## src/dcls_pkg.sv

```systemverilog
// Shared constants and types for the display clock and palette control block.
package dcls_pkg;

    // ************************************************************
    // Register indexes on the sequencer data port
    // ************************************************************
    localparam logic [7:0] DCLS_IDX_PAL  = 8'h66;
    localparam logic [7:0] DCLS_IDX_CLK1 = 8'h68;
    localparam logic [7:0] DCLS_IDX_CLK2 = 8'h69;

    // ************************************************************
    // Register layouts, most significant field first
    // ************************************************************
    typedef struct packed {
        logic [1:0] power;
        logic [1:0] target;
        logic [1:0] width;
        logic [1:0] rsvd;
    } dcls_pal_t;

    typedef struct packed {
        logic [1:0] pix_src;
        logic       refresh_hi;
        logic       char8;
        logic [1:0] pix_trim;
        logic [1:0] mem_trim;
    } dcls_clk1_t;

    typedef struct packed {
        logic       tv_pin;
        logic       test_direct;
        logic [1:0] link_sel;
        logic       refresh_int;
        logic       sleep_sync;
        logic [1:0] vr_sel;
    } dcls_clk2_t;

    localparam dcls_pal_t  DCLS_PAL_RST  = 8'h00;
    localparam dcls_clk1_t DCLS_CLK1_RST = 8'hC0;
    localparam dcls_clk2_t DCLS_CLK2_RST = 8'h80;

    // ************************************************************
    // Clock source pins, all asynchronous to the reference clock
    // ************************************************************
    typedef struct packed {
        logic ext_en_n;
        logic ext_clk;
        logic vga25;
        logic vga28;
        logic vga31;
        logic vga35;
        logic synth;
        logic pal17;
        logic ntsc14;
        logic second_video;
        logic mclk;
        logic ext32k;
    } dcls_src_t;

    // ************************************************************
    // Source encodings and multiplexer indexes
    // ************************************************************
    localparam logic [1:0] DCLS_SRC_LEGACY = 2'h0;
    localparam logic [1:0] DCLS_SRC_SYNTH  = 2'h1;
    localparam logic [1:0] DCLS_SRC_PAL    = 2'h2;
    localparam logic [2:0] DCLS_PIX_VGA25  = 3'h0;
    localparam logic [2:0] DCLS_PIX_VGA31  = 3'h2;
    localparam logic [2:0] DCLS_PIX_SYNTH  = 3'h4;
    localparam logic [2:0] DCLS_PIX_PAL    = 3'h5;
    localparam logic [2:0] DCLS_PIX_EXT    = 3'h6;
    localparam logic [2:0] DCLS_PIX_NTSC   = 3'h7;
    localparam logic [2:0] DCLS_VR_PIXEL   = 3'h4;
    localparam logic [2:0] DCLS_LINK_OFF   = 3'h4;

    // ************************************************************
    // Duty trims in nanoseconds of low time, two's complement
    // ************************************************************
    localparam logic signed [2:0] DCLS_TRIM_DEF_NS    = 3'sh0;
    localparam logic signed [2:0] DCLS_TRIM_SHORT_NS  = 3'sh7;
    localparam logic signed [2:0] DCLS_TRIM_LONG_NS   = 3'sh1;
    localparam logic signed [2:0] DCLS_TRIM_LONGER_NS = 3'sh2;

    typedef enum logic {
        DCLS_MUX_RUN  = 1'b0,
        DCLS_MUX_HOLD = 1'b1
    } dcls_mux_state_t;

endpackage : dcls_pkg

```

## src/dcls_sync.sv

```systemverilog
// Two-flop synchroniser for a vector of asynchronous levels.
`timescale 1ns/1ns
`default_nettype none
module dcls_sync #(
    parameter int W = 1
) (
    // Clock and reset
    input  wire logic         i_ref_clk,
    input  wire logic         i_rst_n,
    // Levels
    input  wire logic [W-1:0] i_async,
    output logic      [W-1:0] o_sync
);
    typedef struct packed {
        logic [W-1:0] s2;
        logic [W-1:0] s1;
    } dcls_sync_state_t;

    dcls_sync_state_t q;
    dcls_sync_state_t d;

    if (W < 1) begin : g_bad_width
        $error("dcls_sync needs a width of at least one");
    end

    always_comb begin
        d    = q;
        d.s1 = i_async;
        d.s2 = q.s1;
    end

    always_ff @(posedge i_ref_clk or negedge i_rst_n) begin
        if (!i_rst_n) begin
            q <= '0;
        end else begin
            q <= d;
        end
    end

    assign o_sync = q.s2;

endmodule : dcls_sync
`default_nettype wire

```

## src/dcls_clk_mux.sv

```systemverilog
// Glitch-free clock multiplexer working on sampled clock levels.
`timescale 1ns/1ns
`default_nettype none
module dcls_clk_mux
    import dcls_pkg::*;
#(
    parameter int N  = 2,
    parameter int SW = (N > 1) ? $clog2(N) : 1
) (
    // Clock and reset
    input  wire logic          i_ref_clk,
    input  wire logic          i_rst_n,
    // Sources and select
    input  wire logic [N-1:0]  i_src,
    input  wire logic [SW-1:0] i_sel,
    output logic               o_clk
);
    typedef struct packed {
        logic [SW-1:0]   cur;
        dcls_mux_state_t st;
        logic            out;
    } dcls_mux_q_t;

    dcls_mux_q_t q;
    dcls_mux_q_t d;

    if (N < 2 || SW != $clog2(N)) begin : g_bad_n
        $error("dcls_clk_mux needs two or more sources and a matching select width");
    end

    // A switch only starts while the output is low and the output stays low
    // until the new source is low, so no shortened high or low phase leaves.
    always_comb begin
        d = q;
        case (q.st)
            DCLS_MUX_RUN: begin
                d.out = i_src[q.cur];
                if (i_sel != q.cur && int'(i_sel) < N && !q.out) begin
                    d.cur = i_sel;
                    d.st  = DCLS_MUX_HOLD;
                    d.out = 1'b0;
                end
            end
            DCLS_MUX_HOLD: begin
                d.out = 1'b0;
                if (!i_src[q.cur]) begin
                    d.st = DCLS_MUX_RUN;
                end
            end
            default: begin
                d.st  = DCLS_MUX_RUN;
                d.out = 1'b0;
            end
        endcase
    end

    always_ff @(posedge i_ref_clk or negedge i_rst_n) begin
        if (!i_rst_n) begin
            q <= '{cur: '0, st: DCLS_MUX_RUN, out: 1'b0};
        end else begin
            q <= d;
        end
    end

    assign o_clk = q.out;
endmodule : dcls_clk_mux
`default_nettype wire

```

## src/dcls_clock_control.sv

```systemverilog
// Display clock selection, sleep sync and palette RAM control registers.
`timescale 1ns/1ns
`default_nettype none
module dcls_clock_control
    import dcls_pkg::*;
(
    // Clock and reset
    input  wire logic              i_ref_clk,
    input  wire logic              i_rst_n,
    // Sequencer index and data port
    input  wire logic              i_port_index_wr,
    input  wire logic              i_port_data_wr,
    input  wire logic              i_port_data_rd,
    input  wire logic [7:0]        i_port_wdata,
    output logic      [7:0]        o_port_rdata,
    // Clock source pins
    input  wire dcls_src_t         i_src_pins,
    // Same-domain controls from the rest of the controller
    input  wire logic [1:0]        i_legacy_clk_sel,
    input  wire logic              i_synth_post_scale,
    input  wire logic              i_virtual_refresh_en,
    input  wire logic              i_lcd_or_tv,
    input  wire logic              i_sleep,
    input  wire logic              i_standby,
    input  wire logic [1:0]        i_pd_freq_sel,
    input  wire logic              i_pal_write,
    input  wire logic              i_hsync,
    input  wire logic              i_vsync,
    input  wire logic              i_blank,
    // Selected clocks
    output logic                   o_pixel_clk,
    output logic                   o_vr_clk,
    output logic                   o_panel_link_clk,
    output logic                   o_refresh_clk,
    output logic                   o_tv_blank_pin,
    // Palette RAM control
    output logic                   o_crt_ram_on,
    output logic                   o_lcd_ram_on,
    output logic                   o_crt_ram_we,
    output logic                   o_lcd_ram_we,
    output logic                   o_crt_8bit,
    output logic                   o_gamma_on,
    // Misc control
    output logic                   o_force_8dot,
    output logic signed [2:0]      o_pix_trim_ns,
    output logic signed [2:0]      o_mem_trim_ns,
    output logic                   o_test_direct,
    output logic                   o_refresh_active,
    output logic                   o_lp_rate_en,
    output logic      [1:0]        o_lp_rate_sel,
    output logic                   o_hsync,
    output logic                   o_vsync
);

    // ************************************************************
    // State
    // ************************************************************
    typedef struct packed {
        logic [7:0]        idx;
        dcls_pal_t         pal;
        dcls_clk1_t        c1;
        dcls_clk2_t        c2;
        logic [7:0]        rdata;
        logic              synth_prev;
        logic              post_div;
        logic              prog_prev;
        logic [1:0]        tv_cnt;
        logic              mclk_prev;
        logic              mclk_half;
        logic              vr_prev;
        logic              vr_half;
        logic              crt_on;
        logic              lcd_on;
        logic              crt_we;
        logic              lcd_we;
        logic              crt_8bit;
        logic              gamma;
        logic              force_8dot;
        logic signed [2:0] pix_trim;
        logic signed [2:0] mem_trim;
        logic              test_direct;
        logic              refresh_active;
        logic              lp_rate_en;
        logic [1:0]        lp_rate_sel;
        logic              hsync;
        logic              vsync;
    } dcls_state_t;

    dcls_state_t q;
    dcls_state_t d;
    dcls_src_t   s;
    logic        prog_clk;
    logic [2:0]  pix_idx;
    logic [2:0]  vr_idx;
    logic [2:0]  link_idx;
    logic        low_power;

    function automatic logic signed [2:0] dcls_trim_ns(input logic [1:0] code);
        case (code)
            2'h0:    dcls_trim_ns = DCLS_TRIM_DEF_NS;
            2'h1:    dcls_trim_ns = DCLS_TRIM_SHORT_NS;
            2'h2:    dcls_trim_ns = DCLS_TRIM_LONG_NS;
            default: dcls_trim_ns = DCLS_TRIM_LONGER_NS;
        endcase
    endfunction : dcls_trim_ns

    // Sources are sampled by the reference clock, so each must stay well
    // below half of it; the selected clocks are sampled replicas.
    dcls_sync #(
        .W ($bits(dcls_src_t))
    ) u_src_sync (
        .i_ref_clk (i_ref_clk),
        .i_rst_n   (i_rst_n),
        .i_async   (i_src_pins),
        .o_sync    (s)
    );

    // ************************************************************
    // Source selection
    // ************************************************************
    // Post-scaler halves the synthesizer.
    assign prog_clk  = i_synth_post_scale ? q.post_div : s.synth;
    assign low_power = i_sleep || i_standby;

    always_comb begin
        if (!s.ext_en_n) begin
            pix_idx = DCLS_PIX_EXT;
        end else begin
            case (q.c1.pix_src)
                DCLS_SRC_LEGACY: pix_idx = {1'b0, q.c1.refresh_hi, i_legacy_clk_sel[0]};
                DCLS_SRC_SYNTH:  pix_idx = DCLS_PIX_SYNTH;
                DCLS_SRC_PAL:    pix_idx = DCLS_PIX_PAL;
                default:         pix_idx = DCLS_PIX_NTSC;
            endcase
        end
        vr_idx   = i_virtual_refresh_en ? {1'b0, q.c2.vr_sel} : DCLS_VR_PIXEL;
        // Panel link only with the enable pin high.
        link_idx = s.ext_en_n ? {1'b0, q.c2.link_sel} : DCLS_LINK_OFF;
    end

    dcls_clk_mux #(.N (8)) u_pix_mux (
        .i_ref_clk (i_ref_clk),
        .i_rst_n   (i_rst_n),
        .i_src     ({s.ntsc14, s.ext_clk, s.pal17, prog_clk,
                     s.vga35, s.vga31, s.vga28, s.vga25}),
        .i_sel     (pix_idx),
        .o_clk     (o_pixel_clk)
    );

    dcls_clk_mux #(.N (5)) u_vr_mux (
        .i_ref_clk (i_ref_clk),
        .i_rst_n   (i_rst_n),
        .i_src     ({o_pixel_clk, prog_clk, s.mclk, q.mclk_half, s.second_video}),
        .i_sel     (vr_idx),
        .o_clk     (o_vr_clk)
    );

    dcls_clk_mux #(.N (5)) u_link_mux (
        .i_ref_clk (i_ref_clk),
        .i_rst_n   (i_rst_n),
        .i_src     ({1'b0, !q.vr_half, q.vr_half, !o_vr_clk, o_vr_clk}),
        .i_sel     (link_idx),
        .o_clk     (o_panel_link_clk)
    );

    dcls_clk_mux #(.N (2)) u_ref_mux (
        .i_ref_clk (i_ref_clk),
        .i_rst_n   (i_rst_n),
        .i_src     ({s.mclk, s.ext32k}),
        .i_sel     (q.c2.refresh_int),
        .o_clk     (o_refresh_clk)
    );

    // Shared blank or TV clock pin.
    dcls_clk_mux #(.N (2)) u_tv_mux (
        .i_ref_clk (i_ref_clk),
        .i_rst_n   (i_rst_n),
        .i_src     ({q.tv_cnt[1], i_blank}),
        .i_sel     (q.c2.tv_pin),
        .o_clk     (o_tv_blank_pin)
    );

    // ************************************************************
    // Registers, dividers and controls
    // ************************************************************
    always_comb begin
        d = q;
        if (i_port_index_wr) begin
            d.idx = i_port_wdata;
        end
        if (i_port_data_wr) begin
            case (q.idx)
                DCLS_IDX_PAL:  d.pal = dcls_pal_t'({i_port_wdata[7:2], 2'h0});
                DCLS_IDX_CLK1: d.c1  = dcls_clk1_t'(i_port_wdata);
                DCLS_IDX_CLK2: d.c2  = dcls_clk2_t'(i_port_wdata);
                default: ;
            endcase
        end
        if (i_port_data_rd) begin
            case (q.idx)
                DCLS_IDX_PAL:  d.rdata = q.pal;
                DCLS_IDX_CLK1: d.rdata = q.c1;
                DCLS_IDX_CLK2: d.rdata = q.c2;
                default:       d.rdata = 8'h00;
            endcase
        end
        d.synth_prev = s.synth;
        if (s.synth && !q.synth_prev) begin
            d.post_div = !q.post_div;
        end
        d.prog_prev = prog_clk;
        if (prog_clk && !q.prog_prev) begin
            d.tv_cnt = q.tv_cnt + 2'h1;
        end
        d.mclk_prev = s.mclk;
        if (s.mclk && !q.mclk_prev) begin
            d.mclk_half = !q.mclk_half;
        end
        d.vr_prev = o_vr_clk;
        if (o_vr_clk && !q.vr_prev) begin
            d.vr_half = !q.vr_half;
        end
        d.crt_on = !q.pal.power[0];
        d.lcd_on = !q.pal.power[1];
        // Write steering; code 11 writes nothing.
        d.crt_we = i_pal_write && !q.pal.target[0];
        d.lcd_we = i_pal_write && !q.pal.target[1];
        d.crt_8bit = |q.pal.width;
        d.gamma    = q.pal.width[0];
        d.force_8dot = q.c1.char8 && i_lcd_or_tv;
        d.pix_trim = dcls_trim_ns(q.c1.pix_trim);
        d.mem_trim = dcls_trim_ns(q.c1.mem_trim);
        d.test_direct    = q.c2.test_direct;
        d.refresh_active = low_power;
        d.lp_rate_en  = low_power && q.c2.refresh_int;
        d.lp_rate_sel = i_pd_freq_sel;
        // Sleep outranks standby; stopped syncs are held low.
        if (i_sleep) begin
            d.hsync = q.c2.sleep_sync ? 1'b0 : i_hsync;
            d.vsync = 1'b0;
        end else if (i_standby) begin
            d.hsync = 1'b0;
            d.vsync = i_vsync;
        end else begin
            d.hsync = i_hsync;
            d.vsync = i_vsync;
        end
    end

    always_ff @(posedge i_ref_clk or negedge i_rst_n) begin
        if (!i_rst_n) begin
            q     <= '0;
            q.pal <= DCLS_PAL_RST;
            q.c1  <= DCLS_CLK1_RST;
            q.c2  <= DCLS_CLK2_RST;
        end else begin
            q <= d;
        end
    end

    assign o_port_rdata     = q.rdata;
    assign o_crt_ram_on     = q.crt_on;
    assign o_lcd_ram_on     = q.lcd_on;
    assign o_crt_ram_we     = q.crt_we;
    assign o_lcd_ram_we     = q.lcd_we;
    assign o_crt_8bit       = q.crt_8bit;
    assign o_gamma_on       = q.gamma;
    assign o_force_8dot     = q.force_8dot;
    assign o_pix_trim_ns    = q.pix_trim;
    assign o_mem_trim_ns    = q.mem_trim;
    assign o_test_direct    = q.test_direct;
    assign o_refresh_active = q.refresh_active;
    assign o_lp_rate_en     = q.lp_rate_en;
    assign o_lp_rate_sel    = q.lp_rate_sel;
    assign o_hsync          = q.hsync;
    assign o_vsync          = q.vsync;
endmodule : dcls_clock_control
`default_nettype wire

```

## config.mk

```make
export PLATFORM = sky130hd
export DESIGN_NAME = dcls_clock_control
export DESIGN_NICKNAME = d
export VERILOG_FILES = /design/src/dcls_pkg.sv /design/src/dcls_sync.sv /design/src/dcls_clk_mux.sv /design/src/dcls_clock_control.sv
export SDC_FILE = /design/constraint.sdc
export NUM_CORES = 1
export LEC_CHECK = 0
export BUFFER_PORTS_ARGS = -buffer_cell sky130_fd_sc_hd__buf_2
export CAP_MARGIN = 20
export CORE_ASPECT_RATIO = 1.1
export CORE_MARGIN = 8
export CORE_UTILIZATION = 56
export DETAILED_ROUTE_END_ITERATION = 10
export HOLD_SLACK_MARGIN = 0.05
export PLACE_DENSITY = 0.85
export SETUP_SLACK_MARGIN = 0.15
export SYNTH_ARGS = -nofsm -noshare
export SYNTH_HDL_FRONTEND = slang
export SYNTH_HIERARCHICAL = 1
export SYNTH_SLANG_ARGS = --single-unit
```

## constraint.sdc

```tcl
create_clock -name i_ref_clk -period 1.7 [get_ports i_ref_clk]
set_input_delay 0 -clock i_ref_clk [delete_from_list [all_inputs] [get_ports i_ref_clk]]
set_output_delay 0 -clock i_ref_clk [all_outputs]
set_load 0.005 [all_outputs]
```

-- Word-level counts from Yosys, hierarchy flattened
Index checks and enable logic that the tools add are counted.
- add/sub/neg operators: 1
- magnitude comparators: 7
- equal/unequal tests: 14
- multiplexer cells: 36
- bitwise gates (word level): 5
- reductions and logical operators: 44
- operators by type and width (kind ; number):
    one-hot mux 3 bit (3 select lines) ; 3
    == test 8 x 7 -> 1 bit, second input constant ; 3
    one-hot mux 8 bit (3 select lines) ; 1
    one-hot mux 2 bit (2 select lines) ; 5
    zero test 1 bit ; 16
    AND reduction 2 bit ; 8
    logical AND 1 bit ; 15
    2-to-1 mux 1 bit ; 14
    2-to-1 mux 2 bit ; 7
    less-than comparator 3 x 4 -> 1 bit, second input constant ; 3
    binary-select mux 1 bit (select 3 bit) ; 3
    2-to-1 mux 3 bit ; 3
    != test 3 bit ; 3
    == test 2 x 1 -> 1 bit, second input constant ; 3
    == test 2 bit, second input constant ; 3
    zero test 2 bit ; 3
    less-than comparator 3 bit, second input constant ; 2
    NOT 1 bit ; 5
    less-than comparator 1 x 2 -> 1 bit, second input constant ; 2
    adder 2 x 1 -> 2 bit, second input constant ; 1
    != test 1 bit ; 2
    OR reduction 2 bit ; 1
    logical OR 1 bit ; 1
- register bits: 112
- output and inout bits: 33
- word-level logic and storage cells: 163

-- Longest topological paths before layout
- depth after elaboration: 7
- gate-level depth with buffers: 6
- depth with buffers taken out: 6

-- Cells and area by module
Netlist, hierarchy kept.
- by module, submodules not included (module ; times used ; cells an instance ; area each (um^2)):
    dcls_clock_control ; 1 ; 209 ; 2824.0
    dcls_sync ; 1 ; 24 ; 600.6
    dcls_clk_mux (u_link_mux ...) ; 2 ; 25 ; 296.5
    dcls_clk_mux (u_ref_mux ...) ; 2 ; 15 ; 145.1
    dcls_clk_mux (u_pix_mux) ; 1 ; 18 ; 277.8

-- Worst setup path before layout
No wires, ideal clock.
- path kind: reg-to-reg
- start: register q[27] (netlist bit)
- end: register u_pix_mux/q[1] (netlist bit)
- library setup time: 129 ps
- arrival time: 1361 ps
- path slack: 210 ps
- cell stages (with the launch flop): 6
- path buffers: 0
- clock period less this slack: 1490 ps
- cell sequence: dfrtp_1 mux2i_1 inv_1 mux4_1 mux2i_1 mux2i_1
- RTL lines (what ; RTL line ; source):
    from (decl) ; dcls_clock_control.sv:89 ; dcls_state_t q;
    to (signal assigned) ; dcls_clk_mux.sv:59 ; q <= '{cur: '0, st: DCLS_MUX_RUN, out: 1'b0};
    to (decl) ; dcls_clk_mux.sv:24 ; dcls_mux_q_t q;

==> qor.yml <==
run_status:
  status: "completed"
finish:
  fill_cells: 543
  multi_input_area_um2: 1620
  utilization: 0.710
  seq_area_um2: 2810
  diodes: 0
  fin_cells: 546
  nets: 475
  drive_gt1_frac: 0.386
  area_growth_syn_to_layout_pct: 22.6
detailed_routing:
  drt_pre_antenna_iters: 4
  drc_errors: 0
  viasPerCell: 5.33
  wl_um: 9150
  drt_iter0_markers: 67
  postRouteAntennaNets: 0
  wire_per_inst_um: 16.8
  via_count: 2912
setup_path:
  arrival_ns: 1.82
  end_kind: "register"
  slowest_stage: "mux4_2"
  worstPathMaxFanout: 3
  critical_path_class: "register to register"
  slowest_delay_ns: 0.49
  critPathLaunchType: "register"
  worstPathCellList: "mux2i_2 > inv_1 > mux4_2 > mux2i_4 > mux2i_1"
  cp.required_ns: 1.95
timing:
  layout_min_cycle_time_ns: 1.57
  slew_violations: 0
  hold_viol: 0
  period_share: 0.926
  tns_ns: 0
  fmax_mhz: 635
  rsz0062_at_grt: "yes"
  setup_ws_ns: 0.126
  final.setup_skew_ns: 0.0158
  worst_pin_slew_ns: 0.502
  relSlewSlack: 0.665
  setup_viol: 0
synth:
  synth_edf_count: 0
  synth_warnings: 6
  synthTopCellsByArea: "dfrtp_1, mux2_2, buf_4, xnor2_1, dfstp_2"
  synth_top_area_cell: "dfrtp_1"
  synth_flop_cell: "dfrtp_1"
  synth_seq_area_share: 0.612
  synthesis.area_um2: 4590
  syn_area_per_cell_um2: 13.9
  synth_cells: 331
  synth_seq_cells: 112
  ys_types: 48
  synthArstFlopShare: 1.00
  syn_nets: 373
  yosysTopAreaCellShare: 0.595
clock_tree:
  cts_sinks: 112
  cts_max_level: 3
  clk_pin_slew_ns: 0.11
  cts_tree: "built"
  insertion_delay_ns: 0.37
  cts_made_buffers: 9
  cts.path.max_buffers: 2
  cts-root-buf: "clkbuf_8"
run:
  drv_cap: 0
floorplanning:
  die_w_um: 102
  dieArea_um2: 11300
  die_h_um: 111
  rows: 34
  num_io_pins: 71
  placeableCoreArea_um2: 7910
  start_util: 0.580
placed_design:
  place_hpwl_um: 6270
  dp_cells: 492
  post-place-ws_ns: 0.0132
  io_buffer_count: 69
  gp_congestion: 0.799
global_routing:
  grt.overflow.total: 0
  grt_max_degree: 41
  grt_first_pass_wirelength_um: 14900
  grt_pass1_vias: 3114
  grtUsageTotal: 0.168
  antenna_found_initial: 0
power:
  finalPower_mw: 6.50
  leakagePower_nw: 2.70
  power_density_nw_per_um2: 1160
  peakVddDrop_v: 0.000745
min_path:
  hold_class: "input port to register"
cells in the mapped netlist (2+ instances only):
library cell,number
nor2_1,9
a311oi_2,2
o211ai_1,2
xor2_1,2
mux4_1,2
or2_2,4
inv_1,20
a21oi_1,10
a22oi_1,7
o221ai_1,3
ha_1,4
and4bb_2,5
nor3b_1,2
o32ai_1,2
nand3b_1,3
buf_4,17
nand3_1,3
nand2_1,11
o21a_1,2
a31oi_1,2
o22ai_1,2
and2_1,6
nor2b_1,4
mux2_1,5
o21ai_0,2
dfrtp_1,109
dfstp_2,3
a211oi_1,2
nand2b_1,8
a2bb2oi_1,2
mux2i_1,5
mux2_2,40
xnor2_1,12
clkbuf_1,2
nor3_2,4
kinds of logic (layout without fill, tap and decap cells):
kind of cell,after synthesis,count (layout),synth area share
buffers and inverters,40,147,0.0483
adders and majority gates,4,4,0.0109
AOI/OAI and AO/OA,42,42,0.0668
DFF,112,112,0.612
xor gates and xnor gates,14,14,0.0267
muxes,52,52,0.133
and+or+nand+nor,66,66,0.101
other,1,1,0.000818
through the flow:
stage | instance area, um^2 | hold slack, ns
floorplan | 4590 | -0.296
global placement | 4980 | -0.00488
detailed placement | 4980 | 0.00553
CTS | 5540 | 0.0500
global route | 5620 | 0.0507
finish | 5620 | 0.0639
power by group:
| part | internal, mW | switching [mW] | leakage (nW) |
|---|---|---|---|
| clock | 0.741 | 0.904 | 0.104 |
| sequential | 3.04 | 0.407 | 1.41 |
| combinational | 0.827 | 0.581 | 1.19 |
| total | 4.61 | 1.89 | 2.70 |
path summary, 6_finish.rpt:
kind                                           startpoint                        endpoint  slack, ns  cells after the start
setup / recovery           u_src_sync/o_sync[5]$_DFF_PN0_        u_pix_mux/q[1]$_DFF_PN0_       0.13                      5
hold / removal                            i_port_index_wr               q[63]$_DFFE_PN0P_       0.06                      2
hold reg to reg                u_src_sync/d[14]$_DFF_PN0_  u_src_sync/o_sync[2]$_DFF_PN0_       0.36                      0
min in group asynchronous                         i_rst_n      u_src_sync/d[19]$_DFF_PN0_       0.13                      2
max in group asynchronous                         i_rst_n      o_mem_trim_ns[0]$_DFF_PN0_       0.98                      3
setup reg to reg           u_src_sync/o_sync[5]$_DFF_PN0_        u_pix_mux/q[1]$_DFF_PN0_       0.13                      5
placed cells by master (no fill, tap or decap), types with 5 or more instances in the layout:
| cell type | instances |
|---|---|
| dlygate4sd3_1 | 33 |
| inv_1 | 20 |
| xnor2_1 | 12 |
| mux2_4 | 5 |
| a21oi_1 | 10 |
| buf_2 | 68 |
| mux2_2 | 38 |
| a22oi_1 | 7 |
| dfrtp_1 | 109 |
| nand2_1 | 10 |
| nand2b_1 | 8 |
| clkbuf_8 | 10 |
| nor2_1 | 9 |
| buf_4 | 8 |
flip-flops by register name (all words and copies together), names as in the netlist, 2 cells and up:
register / flops
d: 2
o_lp_rate_sel: 2
o_mem_trim_ns: 3
o_pix_trim_ns: 3
o_port_rdata: 8
q: 37
u_link_mux/q: 4
u_pix_mux/q: 4
u_ref_mux/q: 2
u_src_sync/d: 12
u_src_sync/o_sync: 12
u_tv_mux/q: 2
u_vr_mux/q: 4
cell type report:
type	instances	share of cell area
Clock inverter	6	0.0129
Sequential cell	112	0.499
Timing Repair Buffer	111	0.137
Clock buffer	10	0.0245
Inverter	20	0.0134
Multi-Input combinational cell	179	0.289
Tap cell	108	0.0240
routing by layer:
layer,track usage,vias up,part of all wire
met4,0.0588,0,0.019
li1,-,1341,-
met2,0.275,87,0.50
met5,0,-,0
met3,0.0521,20,0.072
met1,0.201,1464,0.40
repair_timing:
item / 4_1_cts / 5_1_grt
resized for setup: 4 / 14
hold endpoints to repair: 171 / 0
pin swaps: 1 / 5
hold buffers: 33 / 0
setup endpoints to repair: 4 / 17
buffers inserted: 2 / 3
critical path, delay by kind of cell (launching register included):
family | cells | cell delay (ns)
DFF | 1 | 0.41
buffers and inverters | 1 | 0.09
muxes | 4 | 0.94
Power figures use the tool's default switching activity.
